--- src/lprt_pkg.sv ---
package lprt_pkg;

  // device variants
  typedef enum logic [1:0] {
    LPRT_VAR_LEVEL = 2'h0,
    LPRT_VAR_PULSE2 = 2'h1,
    LPRT_VAR_PULSE1 = 2'h2
  } lprt_variant_e;

  // times in their own units
  localparam int unsigned CLK_HZ = 40000000;
  localparam int unsigned TICK_US = 1000;
  localparam int unsigned STARTUP_US = 300;
  localparam int unsigned HOLD_LONG_LEVEL_MS = 12500;
  localparam int unsigned HOLD_SHORT_MS = 7500;
  localparam int unsigned HOLD_ZERO_MS = 0;
  localparam int unsigned PULSE_MS = 400;

  // cycles per timebase tick (1 ms)
  localparam int unsigned TICK_CYCLES = (CLK_HZ / 1000000) * TICK_US;
  // start-up delay in clock cycles, clock rounded down to whole MHz
  localparam int unsigned STARTUP_CYCLES = (CLK_HZ / 1000000) * STARTUP_US;

  localparam int TICK_W = 16;
  localparam int MS_W = 14;

  typedef logic [TICK_W-1:0] lprt_tick_t;
  typedef logic [MS_W-1:0] lprt_ms_t;

  // filtered inputs
  typedef struct packed {
    logic btnA;
    logic btnB;
  } lprt_buttons_s;

  // open-drain pin: out value and active-low enable
  typedef struct packed {
    logic pinOut;
    logic pinOe_b;
  } lprt_od_s;

endpackage : lprt_pkg

--- src/lprt_sync.sv ---
`timescale 1ns/1ps
// two-stage synchroniser for a group of pin levels
module lprt_sync #(
  parameter int WIDTH = 3
) (
  input wire logic clk,
  input wire logic rstSync_b,
  input wire logic [WIDTH-1:0] din,
  output logic [WIDTH-1:0] dout
);

  typedef struct packed {
    logic [WIDTH-1:0] meta;
    logic [WIDTH-1:0] stable;
  } lprt_sync_s;

  lprt_sync_s state_reg;
  lprt_sync_s state_next;

  always_comb begin
    state_next.meta = din;
    state_next.stable = state_reg.meta;
  end

  // buttons idle high; reset value avoids a false press
  always_ff @(posedge clk or negedge rstSync_b) begin
    if (!rstSync_b) begin
      state_reg <= '1;
    end else begin
      state_reg <= state_next;
    end
  end

  assign dout = state_reg.stable;

endmodule : lprt_sync

--- src/lprt_timebase.sv ---
`timescale 1ns/1ps
// free-running slow tick, one cycle wide
module lprt_timebase #(
  parameter int unsigned TICK_CYCLES = lprt_pkg::TICK_CYCLES
) (
  input wire logic clk,
  input wire logic rstSync_b,
  output logic tick
);

  typedef struct packed {
    lprt_pkg::lprt_tick_t count;
    logic tick;
  } lprt_tb_s;

  lprt_tb_s state_reg;
  lprt_tb_s state_next;

  localparam lprt_pkg::lprt_tick_t LAST = lprt_pkg::lprt_tick_t'(TICK_CYCLES - 1);

  always_comb begin
    state_next = state_reg;
    state_next.tick = 1'b0;
    if (state_reg.count == LAST) begin
      state_next.count = '0;
      state_next.tick = 1'b1;
    end else begin
      state_next.count = state_reg.count + 1'b1;
    end
  end

  always_ff @(posedge clk or negedge rstSync_b) begin
    if (!rstSync_b) begin
      state_reg <= '0;
    end else begin
      state_reg <= state_next;
    end
  end

  assign tick = state_reg.tick;

endmodule : lprt_timebase

--- src/lprt_top.sv ---
`timescale 1ns/1ps
// Behaviour
// - level variant: reset low after both held for hold time, release on any high
// - dual pulse variant: both held for hold time gives one fixed pulse
// - single variant: one held for hold time gives one fixed pulse
// - strap picks hold time; level variant 12.5 s high, 7.5 s low
// - pulse variants: 0 s strap high, 7.5 s strap low, pulse 400 ms
// - strap sampled at start-up and while any input is high only
// - dual variants: one reset per hold; re-arm needs a release first
// - single variant: re-arm needs input released then held again
// - glitches on inputs during a fixed pulse are ignored
// - input rising during pulse is acted on after the pulse ends
// - reset output open-drain, active low, released means undriven
// - after start-up delay the output follows the inputs
// - low supply range behaves the same, timing not exact
// - during power-on reset the output is undriven
// - inputs already low at start-up assert only after start-up delay
module lprt_top #(
  parameter lprt_pkg::lprt_variant_e VARIANT = lprt_pkg::LPRT_VAR_PULSE2,
  parameter int unsigned TICK_CYCLES = lprt_pkg::TICK_CYCLES,
  parameter int unsigned STARTUP_CYCLES = lprt_pkg::STARTUP_CYCLES,
  parameter int unsigned HOLD_HIGH_MS = (VARIANT == lprt_pkg::LPRT_VAR_LEVEL) ?
      lprt_pkg::HOLD_LONG_LEVEL_MS : lprt_pkg::HOLD_ZERO_MS,
  parameter int unsigned HOLD_LOW_MS = lprt_pkg::HOLD_SHORT_MS,
  parameter int unsigned PULSE_MS = lprt_pkg::PULSE_MS
) (
  input wire logic clk,
  input wire logic rst_b,
  input wire logic buttonInA_b,
  input wire logic buttonInB_b,
  input wire logic holdTimeStrap,
  input wire logic resetIn,
  output logic resetOut,
  output logic resetOe_b
);

  typedef enum logic [3:0] {
    ST_STARTUP = 4'h1,
    ST_ARMED = 4'h2,
    ST_ASSERT = 4'h4,
    ST_WAIT_RELEASE = 4'h8
  } lprt_state_e;

  typedef struct packed {
    logic rstMeta;
    logic rstSync;
  } lprt_rst_s;

  typedef struct packed {
    lprt_state_e fsm;
    logic [15:0] startCount;
    lprt_pkg::lprt_ms_t msCount;
    logic strapLatched;
    logic resetActive;
  } lprt_core_s;

  lprt_rst_s rst_reg;
  lprt_core_s core_reg;
  lprt_core_s core_next;
  logic rstSync_b;
  logic [2:0] syncOut;
  lprt_pkg::lprt_buttons_s buttons;
  logic strapNow;
  logic tick;
  logic pressed;
  logic anyHigh;
  lprt_pkg::lprt_ms_t holdMs;
  lprt_pkg::lprt_od_s od;

  localparam logic [15:0] STARTUP_LAST = 16'(STARTUP_CYCLES - 1);
  localparam lprt_pkg::lprt_ms_t HOLD_HI = lprt_pkg::lprt_ms_t'(HOLD_HIGH_MS);
  localparam lprt_pkg::lprt_ms_t HOLD_LO = lprt_pkg::lprt_ms_t'(HOLD_LOW_MS);
  localparam lprt_pkg::lprt_ms_t PULSE_LAST = lprt_pkg::lprt_ms_t'(PULSE_MS - 1);
  localparam bit DUAL = (VARIANT != lprt_pkg::LPRT_VAR_PULSE1);
  localparam bit LEVEL = (VARIANT == lprt_pkg::LPRT_VAR_LEVEL);

  // reset release through two flops
  always_ff @(posedge clk or negedge rst_b) begin
    if (!rst_b) begin
      rst_reg <= '0;
    end else begin
      rst_reg.rstMeta <= 1'b1;
      rst_reg.rstSync <= rst_reg.rstMeta;
    end
  end
  assign rstSync_b = rst_reg.rstSync;

  lprt_sync #(
    .WIDTH(3)
  ) u_sync (
    .clk(clk),
    .rstSync_b(rstSync_b),
    .din({buttonInA_b, buttonInB_b, holdTimeStrap}),
    .dout(syncOut)
  );

  lprt_timebase #(
    .TICK_CYCLES(TICK_CYCLES)
  ) u_timebase (
    .clk(clk),
    .rstSync_b(rstSync_b),
    .tick(tick)
  );

  assign buttons.btnA = syncOut[2];
  // single variant ignores the second input
  assign buttons.btnB = DUAL ? syncOut[1] : 1'b0;
  assign strapNow = syncOut[0];
  assign pressed = !buttons.btnA && !buttons.btnB;
  assign anyHigh = !pressed;

  function automatic lprt_pkg::lprt_ms_t holdFor(input logic strap);
    holdFor = strap ? HOLD_HI : HOLD_LO;
  endfunction : holdFor

  assign holdMs = holdFor(core_reg.strapLatched);

  always_comb begin
    core_next = core_reg;
    // strap follows pin while an input is high or during start-up
    if (anyHigh || core_reg.fsm == ST_STARTUP) begin
      core_next.strapLatched = strapNow;
    end
    unique case (core_reg.fsm)
      ST_STARTUP: begin
        core_next.resetActive = 1'b0;
        if (core_reg.startCount == STARTUP_LAST) begin
          core_next.fsm = ST_ARMED;
          core_next.msCount = '0;
        end else begin
          core_next.startCount = core_reg.startCount + 1'b1;
        end
      end
      ST_ARMED: begin
        // no supply sensing: output follows inputs whenever out of start-up
        if (!pressed) begin
          core_next.msCount = '0;
        end else if (core_reg.msCount >= holdMs) begin
          core_next.fsm = ST_ASSERT;
          core_next.resetActive = 1'b1;
          core_next.msCount = '0;
        end else if (tick) begin
          core_next.msCount = core_reg.msCount + 1'b1;
        end
      end
      ST_ASSERT: begin
        if (LEVEL) begin
          if (!pressed) begin
            core_next.fsm = ST_ARMED;
            core_next.resetActive = 1'b0;
            core_next.msCount = '0;
          end
        end else if (tick) begin
          // inputs are not looked at during the pulse
          if (core_reg.msCount == PULSE_LAST) begin
            core_next.fsm = ST_WAIT_RELEASE;
            core_next.resetActive = 1'b0;
            core_next.msCount = '0;
          end else begin
            core_next.msCount = core_reg.msCount + 1'b1;
          end
        end
      end
      ST_WAIT_RELEASE: begin
        if (!pressed) begin
          core_next.fsm = ST_ARMED;
        end
      end
      default: begin
        core_next.fsm = ST_STARTUP;
        core_next.resetActive = 1'b0;
      end
    endcase
  end

  always_ff @(posedge clk or negedge rstSync_b) begin
    if (!rstSync_b) begin
      core_reg.fsm <= ST_STARTUP;
      core_reg.startCount <= '0;
      core_reg.msCount <= '0;
      core_reg.strapLatched <= 1'b0;
      core_reg.resetActive <= 1'b0;
    end else begin
      core_reg <= core_next;
    end
  end

  // open-drain: pull low when asserted, otherwise undriven
  assign od.pinOut = 1'b0;
  assign od.pinOe_b = !core_reg.resetActive;
  assign resetOut = od.pinOut;
  assign resetOe_b = od.pinOe_b;

endmodule : lprt_top

--- config.mk ---
export PLATFORM = sky130hd
export DESIGN_NAME = lprt_top
export DESIGN_NICKNAME = d
export VERILOG_FILES = /design/src/lprt_pkg.sv /design/src/lprt_sync.sv /design/src/lprt_timebase.sv /design/src/lprt_top.sv
export SDC_FILE = /design/constraint.sdc
export NUM_CORES = 1
export LEC_CHECK = 0
export BUFFER_PORTS_ARGS = -buffer_cell sky130_fd_sc_hd__buf_4
export CAP_MARGIN = 20
export CORE_AREA = 2 2 77 79
export DETAILED_ROUTE_END_ITERATION = 10
export DIE_AREA = 0 0 79 81
export PLACE_DENSITY = 0.85
export SLEW_MARGIN = 5
export SYNTH_ARGS = -nofsm -noshare
export SYNTH_HDL_FRONTEND = slang
export SYNTH_SLANG_ARGS = --single-unit
--- constraint.sdc ---
create_clock -name clk -period 1.8 [get_ports clk]
set_input_delay 0.09 -clock clk [delete_from_list [all_inputs] [get_ports clk]]
set_output_delay 0.09 -clock clk [all_outputs]
set_load 0.01 [all_outputs]
==> summary.md <==
| Metric | Value |
|---|---|
| Run status | complete, but fails checks |
| Failing checks | negative setup slack |
| # fillers | 355 |
| Max Slew Vio Count | 0 |
| DR pass1 iterations | 4 |
| Die H | 81 µm |
| Clk sinks | 61 |
| Finished Core Util | 0.7518 |
| Netlist Area Pre-Place | 0.003010 mm² |
| Reg2Reg Depth | 8 |
| Critical path type | reg -> reg |
| CTS tree | yes |
| Final ANT Viol Nets | 0 |
| Syn nets | 301 |
| Final setup fails | 29 |
| RSZ-0062 raised after global routing | yes |
| Max VDD drop | 0.6387 mV |
| Tot Pwr | 2.869 mW |
| Average size of a mapped cell | 10.60 µm² |
| Residual DRC count | 0 |
| Post-Synth Adder-Cell Area | 0.04572 |
| WP data required | 2030 ps |
| Synth Register Bits | 61 |
| Clk slew on worst S/H paths | 70 ps |
| Num CTS Buffers | 9 |
| Unique masters post-synth | 45 |
| Synth warnings | 0 |
| Final critical-path required period | between 2000 and 2500 ps |
| Die area | 0.006399 mm² |
| Area leader, netlist | dfrtp_1 |
| Leakage | about 2.0 nW |
| Post-synth EDFFs | 0 |
| XOR/XNOR share of the synthesized area | 0.08146 |
| Core ar. | 0.005675 mm² |
| Largest stage delay, worst path | 500 ps |
| Critical path buffer and inverter count | 1 |
| Initial DRC count | 237 |
| Dpl cell area | 0.003674 mm² |
| PortBufs | 5 |
| Synth top cells by count | 54 x dfrtp_1, 24 x nand2_1, 21 x nor2_1 |
| Num rows | 28 |
| Grt total ovfl | 0 |
| HPWL after DPL | 4883 µm |
| First-pass GRT wire length | 12250 µm |
| Top-count cell post-synth | dfrtp_1 |
| Largest net degree at the start of global routing | 39 |
| Synth top area cells | dfrtp_1 45%, dfstp_2 6.1%, xnor2_1 5.5% |
| Total Routing Usage GR | 0.2528 |
| WL per Instance | 17.53 µm |
| Simple-gate area share of the yosys netlist | 0.2074 |
| Hold Crit Class | in -> async |
| Routability congestion estimate | between 0.8 and 0.9 |
| Post-layout net count | 392 |
| Post-synthesis sequential area ratio | 0.5100 |
| Number of global-route vias before repair | 2570 |
| Largest family of logic cells by synthesized area | simple AND/OR/NAND/NOR gates |
| Area grow syn2layout | 41.73% |
| Critical R2R Capture | core_reg[34] |
| CTS root buf | clkbuf_8 |
| Multiplexer share of the synthesized area | 0.007481 |
| Max Clock Skew | 11.79 ps |
| Reg-to-reg slack, setup | -620 ps |
| Critical Path Source Type | register |
| Share of the synthesized area in the top cell type | 0.4489 |
| Cell Chain, Critical Path | ha_4, and4b_1, nand4_1, o211ai_1, buf_4, o211ai_1, nor2_2, mux2_4 |
| Reg2reg start | core_reg[1] |
| Arr. time, crit path | 2650 ps |
| Initial Utilization | 0.5304 |
| Max reg flops | 36 |
| Final Hold Fails | 0 |
| Hold slack | 61.13 ps |
| Post-route setup slack | -622.9 ps |
| Design area | 0.004267 mm² |
| Total wire length | between 7000 and 8000 µm |
| Num ports | 8 |
| Chip width | 79 µm |
| Final Cycle Share | 1.346 |
| Post-synthesis async set-or-reset flop share | 1.000 |
| Vias | around 2600 |
| Fmax | a little over 400 MHz |
| Crit-path max FO | 7 |
| Antenna violations before repair | 0 |
| Critical Path Slowest Stage Cell | dfrtp_2 |
| CTS H-tree depth | 3 |
| Synth Area in Compound Gates | 0.1276 |
| Latest clock arrival within the worst-skew pair | 350 ps |
| Layout cells sized above 1 | 0.3842 |
| Clk buf depth | 2 |
| Pwr Density | slightly below 700 mW/mm² |
| Max cap viols | 0 |
| Synth Flop Type | dfrtp_1 |
| Synthesized instance count | 284 |
| Endpoint type of the worst setup path | register |
| Vias per cell | 5.710 |
| Antenna diodes | 0 |
| Most used cell, CP | o211ai_1 |
| Kind of cell adding the most delay to the critical path | simple AND/OR/NAND/NOR gates |
## worst reg2reg max path: stages (launching register included)
cell and delay [ps]:
dfrtp_2 500, ha_4 300, and4b_1 210, nand4_1 110, o211ai_1 320, buf_4 180
o211ai_1 140, nor2_2 230, mux2_4 320
## final cells by class
cell class / instances / area, µm² / area share
repair buffers: 84 / 678.2 / 0.1589
clock buffers: 13 / 158.9 / 0.03724
multi-input cells: 212 / 1703 / 0.3991
clock inverters: 3 / 68.82 / 0.01613
inverters: 7 / 26.28 / 0.006158
flip-flops and latches: 61 / 1538 / 0.3604
well taps: 75 / 93.84 / 0.02199
## how the worst max path moves through the flow
stage	from	slack [ps]	to	cells past startpoint
2_1_floorplan	core_reg[30]	-510	core_reg[9]	7
3_3_place_gp	core_reg[1]	-530	core_reg[4]	9
3_5_place_dp	core_reg[1]	-620	core_reg[13]	9
4_1_cts	core_reg[1]	-630	core_reg[13]	9
5_1_grt	core_reg[1]	-720	core_reg[34]	8
6_report	core_reg[1]	-620	core_reg[34]	8
## power by group
group	total [mW]	switching [mW]	internal, mW
Sequential	1.39	0.00770	1.39
Combinational	0.0787	0.0443	0.0343
Clock	1.40	0.537	0.859
## kinds of logic (layout without fill, tap and decap cells)
| family | Yosys count | after routing |
|---|---|---|
| buf+inv | 11 | 107 |
| other cells | 2 | 2 |
| mux | 2 | 2 |
| fa+ha+maj | 11 | 11 |
| xor+xnor | 28 | 28 |
| compound gates | 52 | 52 |
| flops | 61 | 61 |
| simple gates | 117 | 117 |
## cell usage in the layout (no fill, tap or decap), types with 7 or more instances in the layout
cell type  instances
buf_4             70
dfrtp_1           52
nand2_1           18
nor2_1            18
and3_1            16
xnor2_1           15
nand3_1           13
nor2b_1           13
a22o_1            13
o21ai_0           11
clkbuf_8          11
buf_6             10
xor2_1             9
ha_1               7
dfstp_2            7
## metrics by stage
| step | cells | setup TNS (ps) | worst slack (ps) |
|---|---|---|---|
| floorplan | 284 | -8033 | -512.2 |
| global placement | 423 | -8735 | -532.1 |
| detailed placement | 423 | -10140 | -623.2 |
| CTS | 449 | -10510 | -627.7 |
| global route | 455 | -13940 | -716.7 |
| finish | 455 | -11410 | -622.9 |
## metal layers
layer | up-vias | part of all wire | track usage
li1 | 1200 | - | -
met1 | 1292 | 0.40 | 0.2983
met2 | 79 | 0.53 | 0.4381
met3 | 27 | 0.039 | 0.06889
met4 | 0 | 0.030 | 0.1052
met5 | - | 0 | 0
## timing repair
action,CTS,global route
gates resized for setup,8,40
buffers inserted,6,6
hold buffers,4,0
pin swaps,13,36
endpoints found under the hold margin,5,0
endpoints found under the setup margin,23,31
Power figures use the tool's default switching activity.
